<file path="config.mk">
export PLATFORM = sky130hd
export DESIGN_NAME = sscd_top
export DESIGN_NICKNAME = d
export VERILOG_FILES = /design/src/design/sscd_pkg.sv /design/src/design/sscd_addr_queue.sv /design/src/design/sscd_top.sv
export SDC_FILE = /design/constraint.sdc
export NUM_CORES = 2
export LEC_CHECK = 0
export BUFFER_PORTS_ARGS = -buffer_cell sky130_fd_sc_hd__buf_4
export CORE_MARGIN = 1.5
export CORE_UTILIZATION = 47
export CTS_BUF_LIST = sky130_fd_sc_hd__clkbuf_8
export DETAILED_ROUTE_END_ITERATION = 12
export GPL_TIMING_DRIVEN = 0
export SLEW_MARGIN = 30
export SYNTH_ARGS = -nofsm -noshare
export SYNTH_HDL_FRONTEND = slang
export SYNTH_SLANG_ARGS = --single-unit
</file>
<file path="constraint.sdc">
create_clock -name clk -period 5.1 [get_ports clk]
set_input_delay 0.51 -clock clk [delete_from_list [all_inputs] [get_ports clk]]
set_output_delay 0.51 -clock clk [all_outputs]
set_load 0.05 [all_outputs]
</file>
<file path="src/design/sscd_pkg.sv">
package sscd_pkg;
  // ==========================================================
  // register word indices
  localparam logic [3:0] REG_TIMER = 4'h0;
  localparam logic [3:0] REG_CMD = 4'h1;
  localparam logic [3:0] REG_STATE = 4'h2;
  localparam logic [3:0] REG_CAUSE = 4'h3;
  localparam logic [3:0] REG_QUEUE = 4'h4;
  localparam logic [3:0] REG_MADDR = 4'h5;
  localparam logic [3:0] REG_MDATA = 4'h6;
  localparam logic [3:0] REG_MCMD = 4'h7;
  localparam logic [3:0] REG_OMODE = 4'h8;
  localparam logic [3:0] REG_IRQ_STS = 4'h9;
  localparam logic [3:0] REG_IRQ_MASK = 4'hA;
  localparam logic [3:0] REG_WIDTH = 4'hB;
  // ==========================================================
  // field positions
  localparam int TMR_SSR_BIT = 7;
  localparam int CMD_RUN_BIT = 6;
  localparam int CMD_CLR_BIT = 4;
  localparam int STATE_MAP_BIT = 7;
  localparam int STATE_TAC_BIT = 6;
  localparam int CAUSE_FLAG_BIT = 6;
  localparam int OMODE_ON_BIT = 6;
  localparam int MCMD_RWS_BIT = 7;
  localparam int QUEUE_VALID_BIT = 7;
  localparam int IRQ_QUEUED_BIT = 0;
  localparam int IRQ_HELD_BIT = 1;
  // ==========================================================
  // reset values and codes
  localparam logic [7:0] TIMER_RESET = 8'h00;
  localparam logic [7:0] OMODE_RESET = 8'h80;
  localparam logic [1:0] IRQ_MASK_RESET = 2'h0;
  localparam logic [3:0] MOC_DATA = 4'h9;
  localparam logic [2:0] MOC_CODE_HI = 3'h7;
  localparam logic [3:0] CODE_EVEN = 4'hA;
  localparam logic [3:0] CODE_ODD = 4'hB;
  localparam logic [1:0] WIDTH_CI4 = 2'h0;
  localparam logic [1:0] WIDTH_SIG6 = 2'h1;
  localparam logic [1:0] WIDTH_SIG8 = 2'h2;
  localparam logic [7:0] MASK_CI4 = 8'h3C;
  localparam logic [7:0] MASK_SIG6 = 8'hFC;
  localparam logic [7:0] MASK_SIG8 = 8'hFF;
  // ==========================================================
  // timing
  localparam int FRAME_US = 125;
  localparam int TIMER_UNIT_US = 250;
  localparam int FRAMES_PER_UNIT = TIMER_UNIT_US / FRAME_US;
  localparam int QUEUE_DEPTH = 9;
  typedef enum logic {SSCD_IDLE, SSCD_SCAN} sscd_scan_t;
endpackage

</file>
<file path="src/design/sscd_addr_queue.sv">
`timescale 1ns/1ps
module sscd_addr_queue #(
  parameter int WIDTH = 8,
  parameter int DEPTH = 9
) (
  // clock and reset
  input wire logic clk,
  input wire logic rst,
  // fill side
  input wire logic push,
  input wire logic [WIDTH-1:0] din,
  // drain side
  input wire logic pop,
  input wire logic clear,
  output logic [WIDTH-1:0] dout,
  // status
  output logic empty,
  output logic full,
  output logic [$clog2(DEPTH+1)-1:0] count
);
  localparam int PW = $clog2(DEPTH);
  localparam logic [PW-1:0] LAST = PW'(DEPTH - 1);
  logic [WIDTH-1:0] mem [DEPTH];
  logic [PW-1:0] wr_ptr;
  logic [PW-1:0] rd_ptr;
  logic do_push;
  logic do_pop;

  assign empty = (count == '0);
  assign full = (count == ($clog2(DEPTH+1))'(DEPTH));
  assign do_push = push && !full;
  assign do_pop = pop && !empty;
  // empty head reads as zero, so its valid bit is clear
  assign dout = empty ? '0 : mem[rd_ptr];

  always_ff @(posedge clk)
  begin
    if (do_push)
    begin
      mem[wr_ptr] <= din;
    end
  end

  always_ff @(posedge clk)
  begin
    if (rst || clear)
    begin
      wr_ptr <= '0;
      rd_ptr <= '0;
      count <= '0;
    end
    else
    begin
      if (do_push)
      begin
        wr_ptr <= (wr_ptr == LAST) ? '0 : wr_ptr + 1'b1;
      end
      if (do_pop)
      begin
        rd_ptr <= (rd_ptr == LAST) ? '0 : rd_ptr + 1'b1;
      end
      if (do_push && !do_pop)
      begin
        count <= count + 1'b1;
      end
      else if (do_pop && !do_push)
      begin
        count <= count - 1'b1;
      end
    end
  end
endmodule

</file>
<file path="src/design/sscd_top.sv">
`timescale 1ns/1ps
// Summary of operation
// - 4-bit indication value in odd slot is sampled every frame, kept at even address.
// - each changed 4-bit value sets the event flag and queues its even address.
// - valid queue entries carry a one in the top bit.
// - 6/8-bit values sampled per frame or per timer period, stored at even address.
// - stable value updates only on two equal samples differing from it.
// - stable value sits at the odd address of the pair.
// - each stable change sets the event flag and queues the odd address.
// - fixed rate select set: per-frame sampling, no timer needed.
// - fixed rate select clear: no 6/8-bit detection or flag until timer runs.
// - port not operational: received values ignored, memory left untouched.
// - on activation, values equal to preloaded ones raise nothing.
// - after 1010/1011 setup, even-slot data is sent in the odd slot.
// - queue holds nine; surplus changes wait and are written as room frees.
// - surplus changes leave indication and stable values untouched until the queue has room.
// - clear command empties the queue and flag within two bit clocks.
// - reading cause does not clear flag; flag clears when queue empty.
module sscd_top #(
  parameter int NUM_SLOTS = 32,
  parameter int QDEPTH = sscd_pkg::QUEUE_DEPTH
) (
  // clock and reset
  input wire logic clk,
  input wire logic rst,
  // register bus
  input wire logic [3:0] avs_address,
  input wire logic avs_read,
  input wire logic avs_write,
  input wire logic [31:0] avs_writedata,
  output logic [31:0] avs_readdata,
  output logic avs_waitrequest,
  // interrupt
  output logic irq,
  // serial port
  input wire logic receive_bit_clock,
  input wire logic frame_sync,
  input wire logic up_data_in,
  output logic down_data_out
);
  localparam int SW = $clog2(NUM_SLOTS);
  localparam int NUM_PAIRS = NUM_SLOTS / 2;
  localparam int PW = $clog2(NUM_PAIRS);

  // ==========================================================
  // registers
  logic [7:0] timer_config_reg;
  logic [7:0] operating_mode_reg;
  logic [7:0] memory_address_reg;
  logic [7:0] memory_data_reg;
  logic [7:0] memory_command_reg;
  logic [1:0] width_reg;
  logic [1:0] irq_sts_reg;
  logic [1:0] irq_mask_reg;
  logic memory_access_pending;
  logic timer_active;
  logic wait_q;
  logic wr_go;
  logic rd_go;
  logic port_on;
  logic fixed_sample_rate_select;

  assign avs_waitrequest = wait_q;
  assign wr_go = avs_write && !wait_q;
  assign rd_go = avs_read && !wait_q;
  assign port_on = operating_mode_reg[sscd_pkg::OMODE_ON_BIT];
  assign fixed_sample_rate_select = timer_config_reg[sscd_pkg::TMR_SSR_BIT];

  // ==========================================================
  // queue
  logic q_push;
  logic q_pop;
  logic q_clear;
  logic q_empty;
  logic q_full;
  logic [7:0] q_din;
  logic [7:0] q_dout;
  logic [$clog2(QDEPTH+1)-1:0] q_count;

  assign q_clear = wr_go && avs_address == sscd_pkg::REG_CMD
    && avs_writedata[sscd_pkg::CMD_CLR_BIT];
  // pop only an entry that was shown valid to the master
  assign q_pop = rd_go && avs_address == sscd_pkg::REG_QUEUE
    && avs_readdata[sscd_pkg::QUEUE_VALID_BIT];

  sscd_addr_queue #(.WIDTH(8), .DEPTH(QDEPTH)) u_queue (
    .clk(clk),
    .rst(rst),
    .push(q_push),
    .din(q_din),
    .pop(q_pop),
    .clear(q_clear),
    .dout(q_dout),
    .empty(q_empty),
    .full(q_full),
    .count(q_count)
  );

  // ==========================================================
  // bus slave
  always_ff @(posedge clk)
  begin
    if (rst)
    begin
      wait_q <= 1'b1;
      avs_readdata <= 32'h00000000;
    end
    else if ((avs_read || avs_write) && wait_q)
    begin
      wait_q <= 1'b0;
      avs_readdata <= 32'h00000000;
      unique case (avs_address)
        sscd_pkg::REG_TIMER: avs_readdata[7:0] <= timer_config_reg;
        sscd_pkg::REG_STATE: avs_readdata[7:0] <= {memory_access_pending, timer_active, 6'h00};
        sscd_pkg::REG_CAUSE: avs_readdata[sscd_pkg::CAUSE_FLAG_BIT] <= !q_empty;
        sscd_pkg::REG_QUEUE: avs_readdata[7:0] <= q_dout;
        sscd_pkg::REG_MADDR: avs_readdata[7:0] <= memory_address_reg;
        sscd_pkg::REG_MDATA: avs_readdata[7:0] <= memory_data_reg;
        sscd_pkg::REG_MCMD: avs_readdata[7:0] <= memory_command_reg;
        sscd_pkg::REG_OMODE: avs_readdata[7:0] <= operating_mode_reg;
        sscd_pkg::REG_IRQ_STS: avs_readdata[1:0] <= irq_sts_reg;
        sscd_pkg::REG_IRQ_MASK: avs_readdata[1:0] <= irq_mask_reg;
        sscd_pkg::REG_WIDTH: avs_readdata[1:0] <= width_reg;
        default: avs_readdata <= 32'h00000000;
      endcase
    end
    else
    begin
      wait_q <= 1'b1;
    end
  end

  always_ff @(posedge clk)
  begin
    if (rst)
    begin
      timer_config_reg <= sscd_pkg::TIMER_RESET;
      operating_mode_reg <= sscd_pkg::OMODE_RESET;
      memory_address_reg <= 8'h00;
      memory_command_reg <= 8'h00;
      width_reg <= sscd_pkg::WIDTH_CI4;
      irq_mask_reg <= sscd_pkg::IRQ_MASK_RESET;
    end
    else if (wr_go)
    begin
      unique case (avs_address)
        sscd_pkg::REG_TIMER: timer_config_reg <= avs_writedata[7:0];
        sscd_pkg::REG_MADDR: memory_address_reg <= avs_writedata[7:0];
        sscd_pkg::REG_MCMD: memory_command_reg <= avs_writedata[7:0];
        sscd_pkg::REG_OMODE: operating_mode_reg <= avs_writedata[7:0];
        sscd_pkg::REG_IRQ_MASK: irq_mask_reg <= avs_writedata[1:0];
        sscd_pkg::REG_WIDTH: width_reg <= avs_writedata[1:0];
        default: ;
      endcase
    end
  end

  // ==========================================================
  // serial port sampling
  logic [2:0] rcl_s;
  logic [2:0] fs_s;
  logic [1:0] du_s;
  logic rcl_rise;
  logic frame_start;
  logic [2:0] bit_cnt;
  logic [SW-1:0] slot_cnt;
  logic [7:0] rx_sh;
  logic [7:0] tx_sh;
  logic [7:0] rx_latch [NUM_PAIRS];

  assign rcl_rise = rcl_s[1] && !rcl_s[2];
  assign frame_start = fs_s[1] && !fs_s[2];

  always_ff @(posedge clk)
  begin
    if (rst)
    begin
      rcl_s <= 3'h0;
      fs_s <= 3'h0;
      du_s <= 2'h0;
    end
    else
    begin
      rcl_s <= {rcl_s[1:0], receive_bit_clock};
      fs_s <= {fs_s[1:0], frame_sync};
      du_s <= {du_s[0], up_data_in};
    end
  end

  // ==========================================================
  // memories
  logic [7:0] up_data [NUM_SLOTS];
  logic [3:0] up_code [NUM_SLOTS];
  logic [7:0] dn_data [NUM_SLOTS];
  logic [3:0] dn_code [NUM_SLOTS];
  logic [7:0] last_sample [NUM_PAIRS];
  logic [SW-1:0] tx_slot;

  // odd slot of a set-up pair sends the even slot's data
  always_comb
  begin
    tx_slot = slot_cnt;
    if (slot_cnt[0] && dn_code[{slot_cnt[SW-1:1], 1'b0}] == sscd_pkg::CODE_EVEN
      && dn_code[slot_cnt] == sscd_pkg::CODE_ODD)
    begin
      tx_slot = {slot_cnt[SW-1:1], 1'b0};
    end
  end

  always_ff @(posedge clk)
  begin
    if (rst || frame_start)
    begin
      bit_cnt <= 3'h0;
      slot_cnt <= '0;
      rx_sh <= 8'h00;
      tx_sh <= 8'hFF;
      down_data_out <= 1'b1;
    end
    else if (rcl_rise)
    begin
      rx_sh <= {rx_sh[6:0], du_s[1]};
      bit_cnt <= bit_cnt + 3'h1;
      if (bit_cnt == 3'h0)
      begin
        down_data_out <= dn_data[tx_slot][7];
        tx_sh <= {dn_data[tx_slot][6:0], 1'b1};
      end
      else
      begin
        down_data_out <= tx_sh[7];
        tx_sh <= {tx_sh[6:0], 1'b1};
      end
      if (bit_cnt == 3'h7)
      begin
        slot_cnt <= slot_cnt + 1'b1;
      end
    end
  end

  // odd upstream slot byte lands in its pair latch
  always_ff @(posedge clk)
  begin
    if (rcl_rise && bit_cnt == 3'h7 && slot_cnt[0])
    begin
      rx_latch[slot_cnt[SW-1:1]] <= {rx_sh[6:0], du_s[1]};
    end
  end

  // ==========================================================
  // timer
  logic [7:0] frame_cnt;
  logic timer_tick;
  logic [7:0] timer_limit;

  assign timer_limit = 8'(({1'b0, timer_config_reg[6:0]} + 8'h01)
    * 8'(sscd_pkg::FRAMES_PER_UNIT) - 8'h01);
  assign timer_tick = timer_active && frame_start && frame_cnt == timer_limit;

  always_ff @(posedge clk)
  begin
    if (rst || !port_on || (wr_go && avs_address == sscd_pkg::REG_TIMER))
    begin
      timer_active <= 1'b0;
      frame_cnt <= 8'h00;
    end
    else
    begin
      if (wr_go && avs_address == sscd_pkg::REG_CMD && avs_writedata[sscd_pkg::CMD_RUN_BIT])
      begin
        timer_active <= 1'b1;
      end
      if (frame_start && timer_active)
      begin
        frame_cnt <= timer_tick ? 8'h00 : frame_cnt + 8'h01;
      end
    end
  end

  // ==========================================================
  // change detection scan
  sscd_pkg::sscd_scan_t scan_state;
  logic [PW-1:0] scan_idx;
  logic sample_now;
  logic [7:0] mask;
  logic [7:0] rx_v;
  logic [SW-1:0] ev_slot;
  logic [SW-1:0] od_slot;
  logic cs_pair;
  logic is_ci;
  logic ci_chg;
  logic prev_match;
  logic st_chg;
  logic want_push;
  logic held;
  logic mem_go;

  assign ev_slot = {scan_idx, 1'b0};
  assign od_slot = {scan_idx, 1'b1};
  assign rx_v = rx_latch[scan_idx] & mask;
  assign is_ci = width_reg == sscd_pkg::WIDTH_CI4;
  assign cs_pair = scan_state == sscd_pkg::SSCD_SCAN && port_on
    && up_code[ev_slot] == sscd_pkg::CODE_EVEN;
  assign ci_chg = rx_v != (up_data[ev_slot] & mask);
  assign prev_match = rx_v == (last_sample[scan_idx] & mask);
  assign st_chg = rx_v != (up_data[od_slot] & mask);
  assign want_push = cs_pair && (is_ci ? ci_chg : (sample_now && prev_match && st_chg));
  assign q_push = want_push && !q_full;
  assign held = want_push && q_full;
  assign q_din = {1'b1, 7'(is_ci ? ev_slot : od_slot)};
  assign mem_go = memory_access_pending && scan_state == sscd_pkg::SSCD_IDLE;

  always_comb
  begin
    unique case (width_reg)
      sscd_pkg::WIDTH_SIG6: mask = sscd_pkg::MASK_SIG6;
      sscd_pkg::WIDTH_SIG8: mask = sscd_pkg::MASK_SIG8;
      default: mask = sscd_pkg::MASK_CI4;
    endcase
  end

  always_ff @(posedge clk)
  begin
    if (rst)
    begin
      scan_state <= sscd_pkg::SSCD_IDLE;
      scan_idx <= '0;
      sample_now <= 1'b0;
    end
    else
    begin
      unique case (scan_state)
        sscd_pkg::SSCD_IDLE:
        begin
          if (frame_start)
          begin
            scan_state <= sscd_pkg::SSCD_SCAN;
            scan_idx <= '0;
            sample_now <= fixed_sample_rate_select || timer_tick;
          end
        end
        sscd_pkg::SSCD_SCAN:
        begin
          scan_idx <= scan_idx + 1'b1;
          if (scan_idx == PW'(NUM_PAIRS - 1))
          begin
            scan_state <= sscd_pkg::SSCD_IDLE;
          end
        end
      endcase
    end
  end

  // upstream memory: scan updates, else software access
  always_ff @(posedge clk)
  begin
    if (cs_pair)
    begin
      if (is_ci)
      begin
        if (q_push)
        begin
          up_data[ev_slot] <= rx_latch[scan_idx];
        end
      end
      else if (sample_now)
      begin
        up_data[ev_slot] <= rx_latch[scan_idx];
        last_sample[scan_idx] <= rx_latch[scan_idx];
        if (q_push)
        begin
          up_data[od_slot] <= rx_latch[scan_idx];
        end
      end
    end
    else if (mem_go && memory_address_reg[7] && !memory_command_reg[sscd_pkg::MCMD_RWS_BIT])
    begin
      if (memory_command_reg[6:4] == sscd_pkg::MOC_CODE_HI)
      begin
        up_code[memory_address_reg[SW-1:0]] <= memory_command_reg[3:0];
        up_data[memory_address_reg[SW-1:0]] <= memory_data_reg;
      end
      else if (memory_command_reg[6:3] == sscd_pkg::MOC_DATA)
      begin
        up_data[memory_address_reg[SW-1:0]] <= memory_data_reg;
      end
    end
  end

  // downstream memory: software only
  always_ff @(posedge clk)
  begin
    if (mem_go && !memory_address_reg[7] && !memory_command_reg[sscd_pkg::MCMD_RWS_BIT])
    begin
      if (memory_command_reg[6:4] == sscd_pkg::MOC_CODE_HI)
      begin
        dn_code[memory_address_reg[SW-1:0]] <= memory_command_reg[3:0];
        dn_data[memory_address_reg[SW-1:0]] <= memory_data_reg;
      end
      else if (memory_command_reg[6:3] == sscd_pkg::MOC_DATA)
      begin
        dn_data[memory_address_reg[SW-1:0]] <= memory_data_reg;
      end
    end
  end

  // memory access pending and read-back
  always_ff @(posedge clk)
  begin
    if (rst)
    begin
      memory_access_pending <= 1'b0;
      memory_data_reg <= 8'h00;
    end
    else if (wr_go && avs_address == sscd_pkg::REG_MCMD)
    begin
      memory_access_pending <= 1'b1;
    end
    else if (wr_go && avs_address == sscd_pkg::REG_MDATA)
    begin
      memory_data_reg <= avs_writedata[7:0];
    end
    else if (mem_go)
    begin
      memory_access_pending <= 1'b0;
      if (memory_command_reg[sscd_pkg::MCMD_RWS_BIT])
      begin
        memory_data_reg <= memory_address_reg[7] ? up_data[memory_address_reg[SW-1:0]]
          : dn_data[memory_address_reg[SW-1:0]];
      end
    end
  end

  // ==========================================================
  // interrupts
  always_ff @(posedge clk)
  begin
    if (rst)
    begin
      irq_sts_reg <= 2'h0;
      irq <= 1'b0;
    end
    else
    begin
      for (int i = 0; i < 2; i++)
      begin
        if (wr_go && avs_address == sscd_pkg::REG_IRQ_STS && avs_writedata[i])
        begin
          irq_sts_reg[i] <= 1'b0;
        end
      end
      if (q_push)
      begin
        irq_sts_reg[sscd_pkg::IRQ_QUEUED_BIT] <= 1'b1;
      end
      if (held)
      begin
        irq_sts_reg[sscd_pkg::IRQ_HELD_BIT] <= 1'b1;
      end
      irq <= |(irq_sts_reg & irq_mask_reg);
    end
  end
endmodule

</file>
==> results.md <==
* Setup Skew at 0.0729 ns
* Maxcap violations at 0
* Dominant cell type by area after synthesis: edfxtp_1
* Port-buffer cells at 26
* Seq cells post-synth at 1138
* Syn Inst Count at 3496
* Cell variety after synth at 70
* Lkg Pwr at 17.4 nW
* Syn Area/Cell at 14.8 µm²
* Die height at between 300 and 400 µm
* Register area share after synthesis at 63.3%
* Mean number of vias per cell at about 6.4
* Fin. Hold Viols at 0
* Crit path DAT at about 5.9 ns
* Via Count at between 30000 and 40000
* Filler cells at 9031
* Crit. End Element: flop
* Non-Filler Instances at 5437
* Setup slack at placement at -0.862 ns
* Die area at 0.112 mm²
* Max H-tree Level at 4
* Worst rel slew slack at 24.1%
* Nets at 3864
* DP Area at roughly 0.055 mm²
* Drt drc at 0
* Worst path bufs/invs at 5
* Clock Sinks at between 1000 and 1500
* Setup crit start kind: flop
* Post-DRT Antenna Nets at 0
* GR Util All Layers at between 30% and 40%
* Critical Path Max Stage Delay at between 0.6 and 0.7 ns
* CTS tree: yes
* Max-slew violation count at 0
* Total grt overflow at 0
* CP Cell Sequence: buf_6 > buf_6 > buf_6 > buf_6 > mux4_2 > a221oi_4 > xor2_1 > nor4_2 > o311ai_2 > a41oi_2 > nor2_4 > buf_6 > ha_1 > xnor2_1 > ha_1 > nor3_1 > a21oi_1 > or3_1 > a21oi_1
* Worst-Skew Late Latency at 0.92 ns
* Area Overhead vs Synth at 13.6%
* I/O Pins at roughly 80
* Ranking of synthesized cells by area: edfxtp_1 58%, mux4_2 16%, dfxtp_1 5.1%
* Synthesized area at 0.0519 mm²
* Largest net degree at the start of global routing at 49
* DP Cell Count at 5055
* Min setup slack post-route at 0.0558 ns
* Number of synthesized flops with an enable pin at around 1000
* CP delay by family, top: compound AO/OA/AOI/OAI gates
* FP Rows at between 100 and 150
* Post-layout min period at 5.04 ns
* Avg WL per Cell at 32.0 µm
* Crit path kind: flop to flop
* Clock transition at path regs at 0.06 ns
* Post-DP HPWL at 122000 µm
* Async SR Flop Fraction at 0%
* Die width at around 340 µm
* Initial Utilization at between 40 and 50%
* Share of the synthesized area in the top cell type at about three fifths
* Global-route wire length before repair at approximately 240000 µm
* Commonest register cell after synthesis: edfxtp_1
* Worst Path Required at 5.91 ns
* Vias in the first global route at about 34000
* Status: finished, final reports clean
* Worst Max-Slew Pin Slew at ~1.1 ns
* CP dominant cell by count: buf_6
* RSZ-0062 raised after global routing: yes
* Post-Route WL at about 170000 µm
* Ys Warns at 0
* Drt initial violations at between 5000 and 6000
* Peak Freq at 0.198 GHz
* Core area at 0.109 mm²
* GPL Wtd Cong at roughly 1
* Power Total at around 0.018 W
* Finished Cell Area at around 0.06 mm²
* DRT Pass-1 Iters at 10
* Worst path slowest cell: mux4_2
* Initial antenna violation count at 6
* Root buf cell: clkbuf_8
* Fraction of layout cells with a size suffix above 1 at 24.0%
* CTS Buf Count at 188
* Worst min-delay path category: input port to flop
* Final Setup Violations at 0
* Pwr dens at 312 mW/mm²
* VDD IR-drop max at approximately 210 µV
* CTS max path bufs at 3
* Critical path peak fanout at 11
* Fin crit share at a little under 100%
[synth_stat cells, types with 9 or more instances]
library cell     n
a21oi_1         76
a221oi_1        10
a22o_1          22
a22oi_1         20
a31oi_1         13
and2_1          12
and3_1          14
buf_1           26
buf_2           25
buf_4           30
clkbuf_1       215
dfxtp_1        133
edfxtp_1      1005
ha_1            25
inv_1           27
mux2_2          27
mux2i_1         80
mux4_2         366
nand2_1        428
nand2b_1         9
nand3_1         55
nand4b_1        13
nor2_1         269
nor2b_1         29
nor3_1          31
nor3b_1         11
nor4bb_1        28
o21ai_0        315
o22ai_1         10
xnor2_1         27
xor2_1          38
[where the power goes]
part	internal (W)	switching (W)
combinational	0.000192	0.000345
clock	0.00390	0.00388
sequential	0.0100	0.0000156
[layout by cell type, fill, tap and decap left out, drive strengths merged, types with 18 or more instances in the layout]
master  count
a21oi      77
a221oi     18
a22o       22
a22oi      20
buf       163
clkbuf    425
clkinv     62
conb       24
dfxtp     133
edfxtp   1005
ha         25
inv       104
mux2       28
mux2i      80
mux4      366
nand2     428
nand3      55
nor2      270
nor2b      29
nor3       31
nor4bb     28
o21ai     320
xnor2      27
xor2       38
[tightest hold or removal path, cell delays in order]
cell	delay (ns)
buf_4	0.09
o21a_1	0.24
nand2b_1	0.07
[final cells by class]
type	count	area, µm²	area share (%)
Antenna cell	4	10.0	0.0170
Buffer	306	1490	2.52
Clock buffer	206	2840	4.81
Clock inverter	145	768	1.30
Inverter	27	105	0.178
Multi-Input combinational cell	2048	18100	30.7
Sequential cell	1138	32900	55.8
Tap cell	1476	1850	3.13
Timing Repair Buffer	87	910	1.54
[repair_timing]
action,4_1_cts,5_1_grt
pin swaps,1,1
buffers inserted,12,4
endpoints found under the hold margin,36,0
gates cloned,0,0
hold buffers,11,0
endpoints found under the setup margin,309,144
resized for setup,38,21
[routing by layer]
metal	wire, µm	GRT usage (%)
met5	27	0
met4	10000	16.0
met3	20100	8.73
met2	77300	46.3
met1	66400	41.6
[stage by stage]
step | TNS [ns] | utilization (%) | hold slack [ns]
finish | 0 | 54.0 | 0.0736
global route | -0.155 | 54.0 | 0.0568
CTS | 0 | 53.8 | 0.00929
detailed placement | -169.26 | 50.2 | 0.435
global placement | -507.46 | 49.5 | 0.431
floorplan | 0 | - | 0.414
[worst paths after layout]
path,slack [ns],to,start,depth (start not counted)
worst max-delay path,0.06,u_queue.count[2]$_SDFFE_PP0P_,flop,19
worst min-delay path,0.07,avs_waitrequest$_SDFF_PP1_,avs_write,3
worst max register to register,0.06,u_queue.count[2]$_SDFFE_PP0P_,flop,19
worst min register to register,0.45,rcl_s[1]$_SDFF_PP0_,rcl_s[0]$_SDFF_PP0_,1
[logic make-up after synthesis]
logic type / count (synthesis) / share of synthesized area (%)
mux: 474 / 18.0
other cells: 1 / 0.00723
simple gates: 942 / 8.22
compound gates: 518 / 5.97
flops: 1138 / 63.3
fa+ha+maj: 25 / 0.603
buf+inv: 333 / 2.79
xor+xnor: 65 / 1.10
No activity file was read; power rests on OpenSTA's default activity.
